--- src/shared/swc_defs.svh ---
`ifndef SWC_DEFS_SVH
`define SWC_DEFS_SVH

// Word offsets of the configuration words in the serial memory.
`define SWC_OFS_ENABLE      6'h00
`define SWC_OFS_CTL_ONE     6'h02
`define SWC_OFS_CTL_TWO     6'h03
`define SWC_OFS_XCVR        6'h04

// Pattern that word zero must hold before any other word is taken.
`define SWC_ENABLE_PATTERN  16'h55aa

// Reset values of the three words, in-scope fields only.
`define SWC_RST_CTL_ONE     16'h0000
`define SWC_RST_CTL_TWO     16'h1812
`define SWC_RST_XCVR        16'h0600

// Bits that carry a field; every other position is dropped on load.
`define SWC_MSK_CTL_ONE     16'h0004
`define SWC_MSK_CTL_TWO     16'h1efe
`define SWC_MSK_XCVR        16'hff00

// Field positions in switch_control_one.
`define SWC_BIT_STORM       2

// Field positions in switch_control_two.
`define SWC_BIT_DUPLEX      12
`define SWC_BIT_SPEED       11
`define SWC_BIT_PAUSE       10
`define SWC_BIT_EXT_EN      9
`define SWC_BIT_DROP        7
`define SWC_HASH_HI         6
`define SWC_HASH_LO         5
`define SWC_AGE_HI          4
`define SWC_AGE_LO          3
`define SWC_BIT_FWD_ALL     2
`define SWC_BIT_SHORT_BO    1

// Field positions in transceiver_control.
`define SWC_ODD_HI          15
`define SWC_ODD_LO          14
`define SWC_EVEN_HI         13
`define SWC_EVEN_LO         12
`define SWC_BIT_FORCE       11
`define SWC_BIT_FEF         10
`define SWC_BIT_PWR_SAVE    9
`define SWC_BIT_XOVER       8

// Entry expiry times in seconds.
`define SWC_AGE_NONE_S      9'd0
`define SWC_AGE_SHORT_S     9'd120
`define SWC_AGE_MID_S       9'd240
`define SWC_AGE_LONG_S      9'd480

// Hash and port option codes.
`define SWC_HASH_CRC_CRC    2'b10
`define SWC_OPT_FIBER_FULL  2'b10
`define SWC_OPT_FIBER_HALF  2'b11

`endif

--- src/shared/swc_pkg.sv ---
package swc_pkg;

    // Phases of the configuration bank.
    typedef enum logic [1:0] {
        SWC_ST_RESET,
        SWC_ST_LOAD,
        SWC_ST_RUN
    } swc_state_t;

    typedef logic [15:0] swc_word_t;

endpackage : swc_pkg

--- src/hw/swc_word_gate.sv ---
`timescale 1ns/1ns
`include "swc_defs.svh"

module swc_word_gate
    import swc_pkg::*;
#(
    parameter int IDX_W = 6
) (
    input  wire logic             core_clk_i,   // System clock.
    input  wire logic             rst_i,        // Synchronous reset, active high.
    input  wire logic             ce_i,         // Clock enable.
    input  wire logic             start_i,      // Begin a memory read pass.
    input  wire logic             word_vld_i,   // Memory word strobe.
    input  wire logic [IDX_W-1:0] word_idx_i,   // Memory word index.
    input  wire swc_word_t        word_i,       // Memory word data.
    input  wire logic             done_i,       // Memory read pass finished.
    output logic                  accept_o,     // Word may be written to the bank.
    output logic                  valid_o,      // Enable pattern seen.
    output logic                  busy_o        // Read pass in progress.
);

    // Refuse an index too narrow to address the configuration words.
    if (IDX_W < 3) begin : g_idx_check
        $error("IDX_W too small to reach the configuration words");
    end

    logic checked;

    // Decode of the enable word.
    wire is_word_zero = word_vld_i && (word_idx_i == IDX_W'(`SWC_OFS_ENABLE));
    wire pattern_ok   = (word_i == `SWC_ENABLE_PATTERN);

    // Only words after a good enable word reach the bank.
    assign accept_o = busy_o && valid_o && word_vld_i && !is_word_zero;

    // Track the pass and the outcome of the pattern check.
    always_ff @(posedge core_clk_i) begin
        if (ce_i && rst_i) begin
            busy_o  <= 1'b0;
            valid_o <= 1'b0;
            checked <= 1'b0;
        end else if (ce_i) begin
            if (start_i) begin
                busy_o  <= 1'b1;
                valid_o <= 1'b0;
                checked <= 1'b0;
            end else if (busy_o) begin
                if (is_word_zero && !checked) begin
                    valid_o <= pattern_ok;
                    checked <= 1'b1;
                end
                if (done_i) begin
                    busy_o <= 1'b0;
                end
            end
        end
    end

    // A bad pattern never lets a word through.
    bad_pattern_a: assert property (@(posedge core_clk_i) disable iff (rst_i)
        (ce_i && busy_o && is_word_zero && !checked && !pattern_ok && !start_i)
        |=> !valid_o)
        else $error("word gate opened on a bad enable pattern");

endmodule : swc_word_gate

--- src/hw/swc_config_bank.sv ---
// Operation
// Storm guard bit set lets the switch drop arrivals over the broadcast threshold.
// External port duplex bit: one full duplex, zero half; default full.
// External port speed bit: one selects 10M (default), zero 100M.
// External port flow control only while its pause bit is one; default off.
// External port used only while its enable bit is one; default off.
// Discard bit one abandons a frame after 16 consecutive collisions.
// Hash pair taken at end of load: 00/01 direct-CRC, 10 CRC-CRC, 11 reserved.
// Expiry select: 00 none, 01 120s, 10 240s default, 11 480s.
// Forward-everything bit forwards all frames; test only, loader keeps zero. The bank loads it from straps and memory.
// Short backoff bit one (default) caps backoff at 8-slot time.
// Odd option: 00 all odd ports negotiate; 10/11 port 7 fiber full/half. The bank sets port 7 fiber only while the force bit is zero.
// Even option: 00 all even ports negotiate; 10/11 port 6 fiber full/half. The bank sets port 6 fiber only while the force bit is zero.
// Far-end fault signalling only while its enable bit is one; default one.
// Negotiation power save while its bit is one; loader keeps default one. The bank loads it from straps and memory.
// Memory words accepted only when word zero holds 55AA, else straps kept.
// A valid memory value overrides the strap value of the same field.
// At end of reset straps are latched, then the memory read begins.
// Reserved bit positions are dropped on load and affect nothing.
`timescale 1ns/1ns
`include "swc_defs.svh"

module swc_config_bank
    import swc_pkg::*;
#(
    parameter int IDX_W = 6
) (
    input  wire logic             core_clk_i,        // System clock, 100 MHz.
    input  wire logic             rst_i,             // Synchronous reset, active high.
    input  wire logic             ce_i,              // Clock enable, freezes all state.
    input  wire swc_word_t        strap_ctl_one_i,   // Strap levels for control word one.
    input  wire swc_word_t        strap_ctl_two_i,   // Strap levels for control word two.
    input  wire swc_word_t        strap_xcvr_i,      // Strap levels for transceiver word.
    input  wire logic             ee_word_vld_i,     // Memory word strobe.
    input  wire logic [IDX_W-1:0] ee_word_idx_i,     // Memory word index.
    input  wire swc_word_t        ee_word_i,         // Memory word data.
    input  wire logic             ee_done_i,         // Memory read pass finished.
    output logic                  ee_start_o,        // Pulse: begin memory read.
    output logic                  ee_valid_o,        // Memory contents were accepted.
    output logic                  cfg_ready_o,       // Configuration settled.
    output swc_word_t             switch_control_one_o, // Word one as held.
    output swc_word_t             switch_control_two_o, // Word two as held.
    output swc_word_t             transceiver_control_o, // Transceiver word as held.
    output logic                  broadcast_storm_guard_en_o, // Storm guard on.
    output logic                  ext_port_duplex_o,  // One full, zero half.
    output logic                  ext_port_speed_sel_o, // One 10M, zero 100M.
    output logic                  ext_port_pause_en_o, // Flow control on.
    output logic                  ext_port_enable_o,  // External port in use.
    output logic                  excess_collision_discard_o, // Drop after 16 tries.
    output logic [1:0]            lookup_hash_select_o, // Hash code as latched.
    output logic                  hash_crc_first_o,   // First level uses CRC.
    output logic [1:0]            entry_expiry_select_o, // Expiry code.
    output logic [8:0]            entry_expiry_secs_o, // Expiry time in seconds, 0 none.
    output logic                  forward_everything_o, // Forward all frames.
    output logic                  short_backoff_en_o, // Backoff capped at 8 slots.
    output logic [1:0]            odd_port_option_o,  // Odd port option code.
    output logic [1:0]            even_port_option_o, // Even port option code.
    output logic                  port7_fiber_o,      // Port 7 runs as fiber.
    output logic                  port7_fiber_full_o, // Port 7 fiber full duplex.
    output logic                  port6_fiber_o,      // Port 6 runs as fiber.
    output logic                  port6_fiber_full_o, // Port 6 fiber full duplex.
    output logic                  remote_fault_en_o,  // Far-end fault signalling on.
    output logic                  neg_power_save_en_o, // Power-saving negotiation on.
    output logic                  crossover_auto_en_o // Automatic crossover on.
);

    swc_state_t state;
    swc_word_t  ctl_one;
    swc_word_t  ctl_two;
    swc_word_t  xcvr;
    logic       rst_q;
    logic       accept;
    logic       gate_valid;
    logic       gate_busy;

    // Judges the enable word and opens the path for later words.
    swc_word_gate #(
        .IDX_W      (IDX_W)
    ) u_gate (
        .core_clk_i (core_clk_i),
        .rst_i      (rst_i),
        .ce_i       (ce_i),
        .start_i    (ee_start_o),
        .word_vld_i (ee_word_vld_i),
        .word_idx_i (ee_word_idx_i),
        .word_i     (ee_word_i),
        .done_i     (ee_done_i),
        .accept_o   (accept),
        .valid_o    (gate_valid),
        .busy_o     (gate_busy)
    );

    // Phase and write decode.
    wire end_of_reset = rst_q && (state == SWC_ST_RESET);
    wire load_done    = (state == SWC_ST_LOAD) && ee_start_o == 1'b0 && !gate_busy;
    wire wr_one       = accept && (ee_word_idx_i == IDX_W'(`SWC_OFS_CTL_ONE));
    wire wr_two       = accept && (ee_word_idx_i == IDX_W'(`SWC_OFS_CTL_TWO));
    wire wr_xcvr      = accept && (ee_word_idx_i == IDX_W'(`SWC_OFS_XCVR));

    // Field selection from the held words.
    wire [1:0] hash_code = ctl_two[`SWC_HASH_HI:`SWC_HASH_LO];
    wire [1:0] age_code  = ctl_two[`SWC_AGE_HI:`SWC_AGE_LO];
    wire [1:0] odd_code  = xcvr[`SWC_ODD_HI:`SWC_ODD_LO];
    wire [1:0] even_code = xcvr[`SWC_EVEN_HI:`SWC_EVEN_LO];
    wire       fixed_off = !xcvr[`SWC_BIT_FORCE];
    wire       odd_fiber  = fixed_off && odd_code[1];
    wire       even_fiber = fixed_off && even_code[1];

    // Expiry seconds from the select code.
    logic [8:0] next_expiry_secs;
    always_comb begin
        unique case (age_code)
            2'b00: next_expiry_secs = `SWC_AGE_NONE_S;
            2'b01: next_expiry_secs = `SWC_AGE_SHORT_S;
            2'b10: next_expiry_secs = `SWC_AGE_MID_S;
            2'b11: next_expiry_secs = `SWC_AGE_LONG_S;
        endcase
    end

    // Remembers that reset was high in the previous enabled cycle.
    always_ff @(posedge core_clk_i) begin
        if (ce_i && rst_i) begin
            rst_q <= 1'b1;
        end else if (ce_i) begin
            rst_q <= 1'b0;
        end
    end

    // Phase sequencing: straps, then memory read, then settled.
    always_ff @(posedge core_clk_i) begin
        if (ce_i && rst_i) begin
            state      <= SWC_ST_RESET;
            ee_start_o <= 1'b0;
        end else if (ce_i) begin
            ee_start_o <= end_of_reset;
            unique case (state)
                SWC_ST_RESET: if (end_of_reset) begin
                    state <= SWC_ST_LOAD;
                end
                SWC_ST_LOAD: if (load_done) begin
                    state <= SWC_ST_RUN;
                end
                SWC_ST_RUN: state <= SWC_ST_RUN;
            endcase
        end
    end

    // Configuration words: defaults, then straps, then memory contents.
    always_ff @(posedge core_clk_i) begin
        if (ce_i && rst_i) begin
            ctl_one <= `SWC_RST_CTL_ONE;
            ctl_two <= `SWC_RST_CTL_TWO;
            xcvr    <= `SWC_RST_XCVR;
        end else if (ce_i) begin
            if (end_of_reset) begin
                ctl_one <= strap_ctl_one_i & `SWC_MSK_CTL_ONE;
                ctl_two <= strap_ctl_two_i & `SWC_MSK_CTL_TWO;
                xcvr    <= strap_xcvr_i & `SWC_MSK_XCVR;
            end else begin
                if (wr_one) begin
                    ctl_one <= ee_word_i & `SWC_MSK_CTL_ONE;
                end
                if (wr_two) begin
                    ctl_two <= ee_word_i & `SWC_MSK_CTL_TWO;
                end
                if (wr_xcvr) begin
                    xcvr <= ee_word_i & `SWC_MSK_XCVR;
                end
            end
        end
    end

    // Hash choice is taken once, when loading ends.
    always_ff @(posedge core_clk_i) begin
        if (ce_i && rst_i) begin
            lookup_hash_select_o <= 2'b00;
            hash_crc_first_o     <= 1'b0;
            ee_valid_o           <= 1'b0;
            cfg_ready_o          <= 1'b0;
        end else if (ce_i && load_done) begin
            lookup_hash_select_o <= hash_code;
            hash_crc_first_o     <= (hash_code == `SWC_HASH_CRC_CRC);
            ee_valid_o           <= gate_valid;
            cfg_ready_o          <= 1'b1;
        end
    end

    // Registered copies of every field except the hash choice for the switch core.
    always_ff @(posedge core_clk_i) begin
        if (ce_i && rst_i) begin
            switch_control_one_o       <= `SWC_RST_CTL_ONE;
            switch_control_two_o       <= `SWC_RST_CTL_TWO;
            transceiver_control_o      <= `SWC_RST_XCVR;
            broadcast_storm_guard_en_o <= 1'b0;
            ext_port_duplex_o          <= 1'b1;
            ext_port_speed_sel_o       <= 1'b1;
            ext_port_pause_en_o        <= 1'b0;
            ext_port_enable_o          <= 1'b0;
            excess_collision_discard_o <= 1'b0;
            entry_expiry_select_o      <= 2'b10;
            entry_expiry_secs_o        <= `SWC_AGE_MID_S;
            forward_everything_o       <= 1'b0;
            short_backoff_en_o         <= 1'b1;
            odd_port_option_o          <= 2'b00;
            even_port_option_o         <= 2'b00;
            port7_fiber_o              <= 1'b0;
            port7_fiber_full_o         <= 1'b0;
            port6_fiber_o              <= 1'b0;
            port6_fiber_full_o         <= 1'b0;
            remote_fault_en_o          <= 1'b1;
            neg_power_save_en_o        <= 1'b1;
            crossover_auto_en_o        <= 1'b0;
        end else if (ce_i) begin
            switch_control_one_o       <= ctl_one;
            switch_control_two_o       <= ctl_two;
            transceiver_control_o      <= xcvr;
            broadcast_storm_guard_en_o <= ctl_one[`SWC_BIT_STORM];
            ext_port_duplex_o          <= ctl_two[`SWC_BIT_DUPLEX];
            ext_port_speed_sel_o       <= ctl_two[`SWC_BIT_SPEED];
            ext_port_pause_en_o        <= ctl_two[`SWC_BIT_PAUSE];
            ext_port_enable_o          <= ctl_two[`SWC_BIT_EXT_EN];
            excess_collision_discard_o <= ctl_two[`SWC_BIT_DROP];
            entry_expiry_select_o      <= age_code;
            entry_expiry_secs_o        <= next_expiry_secs;
            forward_everything_o       <= ctl_two[`SWC_BIT_FWD_ALL];
            short_backoff_en_o         <= ctl_two[`SWC_BIT_SHORT_BO];
            odd_port_option_o          <= odd_code;
            even_port_option_o         <= even_code;
            port7_fiber_o              <= odd_fiber;
            port7_fiber_full_o         <= odd_fiber && !odd_code[0];
            port6_fiber_o              <= even_fiber;
            port6_fiber_full_o         <= even_fiber && !even_code[0];
            remote_fault_en_o          <= xcvr[`SWC_BIT_FEF];
            neg_power_save_en_o        <= xcvr[`SWC_BIT_PWR_SAVE];
            crossover_auto_en_o        <= xcvr[`SWC_BIT_XOVER];
        end
    end

    storm_guard_a: assert property (@(posedge core_clk_i) disable iff (rst_i)
        ce_i |=> broadcast_storm_guard_en_o == $past(ctl_one[`SWC_BIT_STORM]))
        else $error("storm guard output does not follow its bit");

    ext_port_a: assert property (@(posedge core_clk_i) disable iff (rst_i)
        (ce_i && wr_two) ##1 ce_i |=>
        {ext_port_duplex_o, ext_port_speed_sel_o, ext_port_pause_en_o, ext_port_enable_o}
        == $past(ee_word_i[`SWC_BIT_DUPLEX:`SWC_BIT_EXT_EN], 2))
        else $error("external port fields not taken from the written word");

    strap_latch_a: assert property (@(posedge core_clk_i) disable iff (rst_i)
        (ce_i && end_of_reset) |=> ee_start_o && ctl_two == ($past(strap_ctl_two_i)
        & `SWC_MSK_CTL_TWO))
        else $error("straps not latched with the read start");

    reject_word_a: assert property (@(posedge core_clk_i) disable iff (rst_i)
        (ce_i && ee_word_vld_i && !gate_valid && !end_of_reset) |=> $stable(ctl_two))
        else $error("word written without a valid enable pattern");

    hash_hold_a: assert property (@(posedge core_clk_i) disable iff (rst_i)
        (state == SWC_ST_RUN) ##1 (state == SWC_ST_RUN) |-> $stable(lookup_hash_select_o))
        else $error("hash choice changed after loading");

    expiry_secs_a: assert property (@(posedge core_clk_i) disable iff (rst_i)
        (ce_i && age_code == 2'b11) |=> entry_expiry_secs_o == `SWC_AGE_LONG_S)
        else $error("expiry time wrong for the longest code");

    fiber_port_a: assert property (@(posedge core_clk_i) disable iff (rst_i)
        (ce_i && fixed_off && odd_code == `SWC_OPT_FIBER_HALF) |=>
        port7_fiber_o && !port7_fiber_full_o)
        else $error("port 7 fiber half duplex not selected");

    reserved_bits_a: assert property (@(posedge core_clk_i) disable iff (rst_i)
        ((xcvr & ~`SWC_MSK_XCVR) == 16'h0000) && ((ctl_one & ~`SWC_MSK_CTL_ONE) == 16'h0000))
        else $error("reserved bit held in a configuration word");

endmodule : swc_config_bank

--- config.mk ---
export PLATFORM = sky130hd
export DESIGN_NAME = swc_config_bank
export DESIGN_NICKNAME = d
export VERILOG_FILES = /design/src/shared/swc_pkg.sv /design/src/hw/swc_word_gate.sv /design/src/hw/swc_config_bank.sv
export VERILOG_INCLUDE_DIRS = /design/src /design/src/shared
export SDC_FILE = /design/constraint.sdc
export NUM_CORES = 1
export LEC_CHECK = 0
export BUFFER_PORTS_ARGS = -buffer_cell sky130_fd_sc_hd__buf_2
export CAP_MARGIN = 25
export CORE_MARGIN = 2
export CORE_UTILIZATION = 46
export DETAILED_ROUTE_END_ITERATION = 10
export PLACE_DENSITY = 0.8
export SLEW_MARGIN = 15
export SYNTH_ARGS = -nofsm -noshare
export SYNTH_HDL_FRONTEND = slang
export SYNTH_HIERARCHICAL = 1
export SYNTH_SLANG_ARGS = --single-unit
--- constraint.sdc ---
create_clock -name core_clk_i -period 2.05 [get_ports core_clk_i]
set_clock_uncertainty 0.1 [all_clocks]
set_input_delay 0.205 -clock core_clk_i [delete_from_list [all_inputs] [get_ports core_clk_i]]
set_output_delay 0.205 -clock core_clk_i [all_outputs]
set_load 0.05 [all_outputs]
# Word-level counts from Yosys, hierarchy flattened
# Cells that the tools add are included.
# word_totals
register_bits	138
input_bits	75
output_inout_bits	84
wordCells	103
# op_classes
eq_ne	12
n_mux	19
n_bitwise	1
reduce_logical	36
# op_table
operator	count
16-bit 2-to-1 mux	6
9-bit case mux with 4 select lines	1
1-bit logical AND	17
16-bit by 15-bit == test with 1-bit output (second input constant)	1
6-bit by 2-bit == test with 1-bit output (second input constant)	2
2-bit nonzero test	5
1-bit 2-to-1 mux	9
2-bit == test (second input constant)	4
6-bit by 3-bit == test with 1-bit output (second input constant)	1
1-bit logical NOT	6
6-bit logical NOT	1
2-bit case mux with 3 select lines	1
2-bit AND reduction	3
3-bit AND reduction	2
2-bit by 1-bit == test with 1-bit output (second input constant)	2
2-bit logical NOT	2
2-bit 2-to-1 mux	2
2-bit != test (second input constant)	2
1-bit inverter	1

# Longest topological paths before layout
# Gate-level depths: netlist (run 1).
# logic_depth
word_depth	7
ltp_mapped	7
ltp_nobuf	5

# Hierarchy
# Netlist (run 1), hierarchy kept.
# modules_own_cells
mod	instances	cells_each	area_per_inst_um2	seq_area_each_um2
swc_config_bank	1	333	2987.9	1161.1
swc_word_gate	1	22	212.7	60.1

# Worst setup path before layout (run 1)
# Ideal clock, no wire load.
# synth_path
kind	input-to-reg
startpoint	input port ee_word_idx_i[2]
endpoint	register xcvr[10]
setup_time_ns	0.072
t_arrival_ns	1.716
required_ns	1.878
slack_ns	0.162
path_stages	5
n_path_buf	0
path_cell_list	or4b_4 o2111a_1 and4bb_2 a21oi_4 mux2i_1
# synth_via
elab_chain_cells	7
elab_cells_between_ends	8
cone_classes	1 x eq/ne; 7 x reduce/logical
# synth_rtl
item	line_no	text
start, declared	swc_config_bank.sv:35	input wire logic [IDX_W-1:0] ee_word_idx_i,
6-bit logical NOT	swc_word_gate.sv:30	wire is_word_zero = word_vld_i && (word_idx_i == IDX_W'(`SWC_OFS_ENABLE));
1-bit logical AND	swc_word_gate.sv:30	
1-bit logical NOT	swc_word_gate.sv:34	assign accept_o = busy_o && valid_o && word_vld_i && !is_word_zero;
1-bit logical AND	swc_word_gate.sv:34	
net accept	swc_config_bank.sv:72	logic accept;
1-bit logical AND	swc_config_bank.sv:98	wire wr_xcvr = accept && (ee_word_idx_i == IDX_W'(`SWC_OFS_XCVR));
2-bit nonzero test (no line)	n/a	
2-bit AND reduction (no line)	n/a	
end signal, assigned	swc_config_bank.sv:153	xcvr <= `SWC_RST_XCVR;
end signal, assigned	swc_config_bank.sv:158	xcvr <= strap_xcvr_i & `SWC_MSK_XCVR;
end signal, assigned	swc_config_bank.sv:167	xcvr <= ee_word_i & `SWC_MSK_XCVR;
end, declared	swc_config_bank.sv:70	swc_word_t xcvr;
# The timed path passes the listed nets, and every way through them passes these cells.
# A chain may end at the register's enable or synchronous reset.

# Final worst setup path (run 1)
# layout_path
startpoint	input port ee_word_idx_i[2]
endpoint	register xcvr[9]
# The elaborated chain is that of the path after synthesis.

==> results of run 1 <==
## final cells by class
class,count,area (sq um),area share [%]
multi-input combinational,242,1570,42.2
sequential,61,1220,32.9
timing repair buffer,109,596,16.1
clock buffer,12,145,3.91
inverter,9,33.8,0.911
clock inverter,4,47.5,1.28
tap,80,100,2.70
## power groups by stage
stage | sequential (mW) | combinational (mW) | clock (mW)
floorplan | 1.99 | 1.15 | 0
global placement | 1.64 | 1.75 | 0
detailed placement | 1.64 | 1.78 | 0
CTS | 1.62 | 1.79 | 1.08
global route | 1.66 | 1.93 | 1.14
finish | 1.62 | 1.79 | 1.05
## cells in the mapped netlist, drive strengths merged (3+ instances only)
| master | count |
|---|---|
| a311oi | 4 |
| dfxtp | 61 |
| mux2i | 22 |
| a32o | 3 |
| o21ai | 17 |
| clkbuf | 11 |
| ha | 6 |
| nor4bb | 3 |
| o2bb2ai | 16 |
| a21boi | 14 |
| o31ai | 4 |
| nand2 | 34 |
| buf | 62 |
| a21oi | 12 |
| and3 | 17 |
| inv | 9 |
| a211oi | 4 |
| nor2 | 29 |
## sequential cells by signal (all words and copies together), names as in the netlist, 2 cells and up
| signal | count |
|---|---|
| ctl_two | 11 |
| transceiver_control_o | 6 |
| state | 2 |
| lookup_hash_select_o | 2 |
| entry_expiry_secs_o | 5 |
| switch_control_two_o | 10 |
| xcvr | 8 |
## worst register-to-register path: cells and delay by family, from the launching register on
family / cells / cell delay, ns
adders and majority gates: 1 / 0.27
DFF: 1 / 0.34
and+or+nand+nor: 3 / 0.85
buffers and inverters: 1 / 0.06
## cell families (layout without fill, tap and decap cells)
logic type,count (synthesis),after routing,share of synthesized area [%]
and+or+nand+nor,102,102,17.7
buffers and inverters,82,134,16.5
AOI/OAI and AO/OA,81,81,18.4
DFF,61,61,38.2
muxes,22,22,6.88
adders and majority gates,6,6,2.35
other,1,31,0.117
## metal layers
| metal | vias to the layer above | wire [um] |
|---|---|---|
| met5 | - | 0 |
| met4 | 0 | 178 |
| met2 | 125 | 3180 |
| met3 | 18 | 613 |
| li1 | 1315 | - |
| met1 | 1203 | 3320 |
## worst max-delay path by stage
| stage | start | end | slack, ns | cells past startpoint |
|---|---|---|---|---|
| final | ee_word_idx_i[2] | xcvr[9] | 0.31 | 7 |
| after detailed placement | ee_word_idx_i[2] | xcvr[9] | -0.04 | 7 |
| after floorplan | ee_word_idx_i[2] | xcvr[10] | 0.16 | 5 |
| after global placement | ee_word_idx_i[2] | xcvr[10] | 0.02 | 7 |
| after global routing | state[0] | xcvr[11] | 0.25 | 6 |
| after CTS | ee_word_idx_i[2] | xcvr[9] | 0.31 | 7 |
## cells in the final DEF, fill, tap and decap left out, types with 4 or more instances in the layout
master and instances:
buf_2 99, dfxtp_1 61, nand2_1 34, conb_1 31
nor2_1 29, mux2i_1 22, and3_1 17, o21ai_0 17
o2bb2ai_1 16, a21boi_0 14, a21oi_1 10, clkbuf_8 10
inv_1 8, buf_4 8, ha_1 6, o31ai_1 4
a311oi_1 4, a211oi_1 4
==> impl_metrics.env, run 1 <==
export IMPL_status="complete, no violations"
export IMPL_cts_setup_buffers=0
export IMPL_critPathArrivalTime_ns=1.90
export IMPL_cts_htree_levels=3
export IMPL_nFillCells=619
export IMPL_min_period_ns=1.74
export IMPL_dieHeight_um=87.4
export IMPL_die_area_sq_mm=0.00764
export IMPL_max_freq_ghz=0.575
export IMPL_rsz0062_at_grt="false"
export IMPL_grt_pass1_vias=2366
export IMPL_crit_path_max_fanout=8
export IMPL_cp_slowest_cell="or4b_4"
export IMPL_synth_seq_cells=61
export IMPL_critPathMaxStageDelay_ns=0.54
export IMPL_rr_startpoint="state[0]"
export IMPL_crit_buf_inv=2
export IMPL_hold_path_class="in2reg"
export IMPL_ys_seq_area_share_pct=38.2
export IMPL_worst_hold_slack_ns=0.0857
export IMPL_grt_pass1_wl_mm=11.5
export IMPL_met1_usage_pct=26.2
export IMPL_whs_endpoint="ctl_two[12]"
export IMPL_met2_usage_pct=29.3
export IMPL_synthTopCellsByArea="dfxtp_1 (38%), buf_4 (12%), mux2i_1 (6.9%)"
export IMPL_hold_buffers=0
export IMPL_fin_nets=513
export IMPL_place_ws_ns=-0.0419
export IMPL_fin_crit_sh_pct=84.8
export IMPL_grtUsageTotal_pct=19.7
export IMPL_hp_start="strap_ctl_two_i[12]"
export IMPL_intPower_mw=2.57
export IMPL_ys_warnings_count=6
export IMPL_synth_area_leader_cell="dfxtp_1"
export IMPL_cts_root_buf="clkbuf_8"
export IMPL_sw_frac_of_total_pct=42.3
export IMPL_vias=2661
export IMPL_whs_path_depth=3
export IMPL_ff2ff_setup_slack_ns=0.32
export IMPL_first_pass_iters=5
export IMPL_syn_avg_cell_area_sq_um=9.02
export IMPL_power_density_mw_per_mm2=1200
export IMPL_critPathKind="in2reg"
export IMPL_routed_via_density=5.15
export IMPL_ir_drop_v=0.000436
export IMPL_cts_repair_resized=0
export IMPL_reg2reg_to="state[0]"
export IMPL_busiest_layer="met2"
export IMPL_slew_limit_headroom_pct=49.8
export IMPL_coreArea_sq_mm=0.00676
export IMPL_ys_types=46
export IMPL_syn_cell_area_sq_mm=0.00320
export IMPL_dpl_instance_area_sq_mm=0.00352
export IMPL_p_leak_nw=1.82
export IMPL_final_cell_area_sq_mm=0.00371
export IMPL_r2r_cells=5
export IMPL_pwr_share_clk_pct=23.7
export IMPL_portBuffers=99
export IMPL_setup_ws_ns=0.312
export IMPL_io_pins=159
export IMPL_timing_setup_tns_ns=0
export IMPL_drc=0
export IMPL_total_power_mw=4.46
export IMPL_grtUsageMet3_pct=5.97
export IMPL_cts_made_buffers=9
export IMPL_routed_wl_mm=7.30
export IMPL_cts_tree="built"
export IMPL_clock_sinks=61
export IMPL_synth_ff_type="dfxtp_1"
export IMPL_syn_inst=355
export IMPL_num_rows=30
export IMPL_cts_reportedPaths_clkPinSlew_ns=0.06
export IMPL_yosysTopAreaCellShare_pct=38.2
export IMPL_dp_cells=501
export IMPL_wl_per_cell_um=14.1
export IMPL_grt_max_degree=30
export IMPL_max_cap_violations=0
export IMPL_die_w_um=87.4
export IMPL_ant_nets=0
export IMPL_power_frac_comb_pct=40.1
export IMPL_hold_viol=0
export IMPL_place_congestion=0.826
export IMPL_start_util_pct=47.4
export IMPL_drtIter0Drc=172
export IMPL_crit_path_cell_trace="buf_2 > or4b_4 > o2111a_1 > and4bb_2 > a21oi_4 > buf_12 > mux2i_1"
export IMPL_power_frac_seq_pct=36.3
export IMPL_drive_above_1_share_pct=30.7
export IMPL_synth_edf_count=0
export IMPL_switchingPower_mw=1.88
export IMPL_maxSlewViolCount=0
export IMPL_antenna_found_initial=0
export IMPL_clk_latency_ns=0.34
export IMPL_endpoint_kind="register"
export IMPL_tightest_slew_ns=0.752
export IMPL_setup_viol=0
export IMPL_utilization_pct=54.9
export IMPL_clockBufferDepth=2
export IMPL_cp_required_ns=2.21
export IMPL_dp_hpwl_mm=5.45
export IMPL_synth_async_reset_ratio_pct=0
export IMPL_antennaDiodeCount=0
export IMPL_area_delta_synth_final_pct=15.9
export IMPL_worstSetupStartpointType="input port"
export IMPL_fin_cells=517
export IMPL_overflow=0
export IMPL_path_delay_family="simple AND/OR/NAND/NOR gates"
Note: power is estimated with default switching activity, not from simulation.
==> inputs of run 2 (changes only) <==
--- a/config.mk
+++ b/config.mk
@@ -9,9 +9,9 @@
 export BUFFER_PORTS_ARGS = -buffer_cell sky130_fd_sc_hd__buf_2
 export CAP_MARGIN = 25
 export CORE_MARGIN = 2
-export CORE_UTILIZATION = 46
+export CORE_UTILIZATION = 42
 export DETAILED_ROUTE_END_ITERATION = 10
-export PLACE_DENSITY = 0.8
+export PLACE_DENSITY = 0.77
 export SLEW_MARGIN = 15
 export SYNTH_ARGS = -nofsm -noshare
 export SYNTH_HDL_FRONTEND = slang
==> constraint.sdc (replaced) <==
create_clock -name core_clk_i -period 1.5 [get_ports core_clk_i]
set_clock_uncertainty 0.1 [all_clocks]
set_input_delay 0.15 -clock core_clk_i [delete_from_list [all_inputs] [get_ports core_clk_i]]
set_output_delay 0.15 -clock core_clk_i [all_outputs]
set_load 0.05 [all_outputs]
==> run 2 against run 1 <==
The flow now finishes with violations (negative setup slack). Hold slack lost 0.066 ns. Register-to-register slack lost 0.39 ns. Die area grew 9.1%. Wire length grew 6.3%. Combinational power grew 49%. Core utilization shrank 0.94 points. Final area grew 6.6%. Clock-buffer cell count shrank 2. Global-route usage shrank 1.1 points. Sequential power grew 38%. Critical endpoint is now xcvr[12].
==> impl_metrics.env, run 2 (synthesis results as in run 1) <==
export IMPL_violations="negative setup slack"
export IMPL_final_common_cell="buf_2"
export IMPL_clockBufferDepth=2
export IMPL_whs_path_depth=3
export IMPL_reg2reg_to="state[0]"
export IMPL_crit_path_cell_trace="buf_6 > or4b_4 > o2111a_1 > and4bb_2 > a21oi_4 > buf_12 > mux2i_1"
export IMPL_dp_hpwl_mm=5.93
export IMPL_cp_required_ns=1.67
export IMPL_nFillCells=721
export IMPL_critPathMaxStageDelay_ns=0.53
export IMPL_ant_nets=0
export IMPL_area_delta_synth_final_pct=23.6
export IMPL_rsz0062_at_grt="true"
export IMPL_cp_slowest_cell="or4b_4"
export IMPL_clk_latency_ns=0.34
export IMPL_critPathKind="in2reg"
export IMPL_endpoint_kind="register"
export IMPL_place_congestion=0.867
export IMPL_grt_max_degree=33
export IMPL_routed_wl_mm=7.76
export IMPL_setup_viol=20
export IMPL_portBuffers=99
export IMPL_dieHeight_um=91.3
export IMPL_mostFrequentLayoutCells="buf_2 (97), dfxtp_1 (57), nand2_1 (34)"
export IMPL_status="finished, violations left"
export IMPL_num_rows=31
export IMPL_rr_startpoint="state[1]"
export IMPL_dp_cells=535
export IMPL_io_pins=159
export IMPL_vias=2753
export IMPL_die_area_sq_mm=0.00833
export IMPL_hold_viol=0
export IMPL_coreArea_sq_mm=0.00733
export IMPL_grt_pass1_wl_mm=12.0
export IMPL_cts_tree="built"
export IMPL_setup_ws_ns=-0.117
export IMPL_maxSlewViolCount=0
export IMPL_hp_start="ee_word_i[1]"
export IMPL_start_util_pct=43.7
export IMPL_crit_path_max_fanout=8
export IMPL_max_freq_ghz=0.618
export IMPL_drtIter0Drc=132
export IMPL_ir_drop_v=0.000575
export IMPL_ff2ff_setup_slack_ns=-0.07
export IMPL_clock_sinks=61
export IMPL_r2r_cells=5
export IMPL_top_register="ctl_two"
export IMPL_hold_path_class="in2reg"
export IMPL_antennaDiodeCount=0
export IMPL_first_pass_iters=4
export IMPL_power_density_mw_per_mm2=1600
export IMPL_min_period_ns=1.62
export IMPL_antenna_found_initial=0
export IMPL_grtUsageTotal_pct=18.5
export IMPL_drc=0
export IMPL_wl_per_cell_um=14.0
export IMPL_routed_via_density=4.96
export IMPL_total_power_mw=6.32
export IMPL_fin_cells=555
export IMPL_hold_buffers=0
export IMPL_die_w_um=91.3
export IMPL_cts_root_buf="clkbuf_8"
export IMPL_drive_above_1_share_pct=36.0
export IMPL_cts_reportedPaths_clkPinSlew_ns=0.07
export IMPL_cts_made_buffers=9
export IMPL_largest_reg_flops=11
export IMPL_cts_htree_levels=3
export IMPL_worstSetupStartpointType="input port"
export IMPL_max_cap_violations=0
export IMPL_grt_pass1_vias=2521
export IMPL_top_regs="ctl_two: 11 flops, switch_control_two_o: 10 flops, xcvr: 8 flops"
export IMPL_whs_endpoint="ctl_two[1]"
export IMPL_fin_nets=532
export IMPL_critPathArrivalTime_ns=1.79
export IMPL_overflow=0
export IMPL_fin_crit_sh_pct=108
export IMPL_p_leak_nw=1.92
run 2: cell types whose count changed in the layout (fill, tap and decap cells not counted), sizes merged:
cell / delta
buf: +19
clkbuf: -2
clkinv: +1
clkinvlp: +1
run 2: cell type report:
cell class | count | area [sq um] | area share [%]
Sequential cell | 61 | 1230 | 31.1
Multi-Input combinational cell | 242 | 1600 | 40.4
Inverter | 9 | 33.8 | 0.854
Tap cell | 99 | 124 | 3.13
Clock inverter | 6 | 63.8 | 1.61
Timing Repair Buffer | 128 | 779 | 19.7
Clock buffer | 10 | 128 | 3.23
run 2: timing repair:
action / CTS / global route
gates resized for setup: 3 / 6
endpoints found under the hold margin: 0 / 0
setup endpoints to repair: 22 / 24
pin swaps: 3 / 0
buffers inserted: 2 / 2
run 2: power by group:
group          internal (mW)  leakage, nW  switching (mW)
Clock                  0.764       0.0923           0.675
Sequential              1.98        0.500           0.247
Combinational          0.880         1.33            1.78
run 2: worst max path at each step:
stage	start	endpoint	slack (ns)
final	ee_word_idx_i[2]	xcvr[12]	-0.12
after global placement	ee_word_idx_i[2]	ctl_two[7]	-0.43
after detailed placement	ee_word_idx_i[2]	xcvr[10]	-0.52
after floorplan	ee_word_idx_i[2]	xcvr[10]	-0.33
after global routing	ee_word_idx_i[2]	xcvr[15]	-0.17
after CTS	ee_word_idx_i[2]	xcvr[12]	-0.12
run 2: metrics by stage:
| stage | hold slack, ns | area, sq um | setup TNS, ns | setup WS, ns | util, % |
|---|---|---|---|---|---|
| detailed placement | 0.347 | 3690 | -10.26 | -0.522 | 50.4 |
| global route | 0.0153 | 3960 | -2.83 | -0.168 | 54.0 |
| finish | 0.0195 | 3960 | -1.85 | -0.117 | 54.0 |
| floorplan | 0.204 | 3330 | -6.21 | -0.331 | - |
| CTS | 0.00412 | 3920 | -1.82 | -0.118 | 53.4 |
| global placement | 0.340 | 3690 | -9.01 | -0.435 | 50.4 |
run 2: worst max-delay path: cells and delay by family:
family                 cells  cell delay (ns)
muxes                      1             0.18
AOI/OAI and AO/OA          2             0.42
and+or+nand+nor            2             0.80
buffers and inverters      2             0.24
run 2: routing by layer:
metal | routed length (um) | GRT usage [%] | share of wire (%)
met1 | 3330 | 23.1 | 43
met2 | 3700 | 30.6 | 48
met3 | 601 | 4.73 | 7.7
met4 | 126 | 7.32 | 1.6
met5 | 0 | 0 | 0
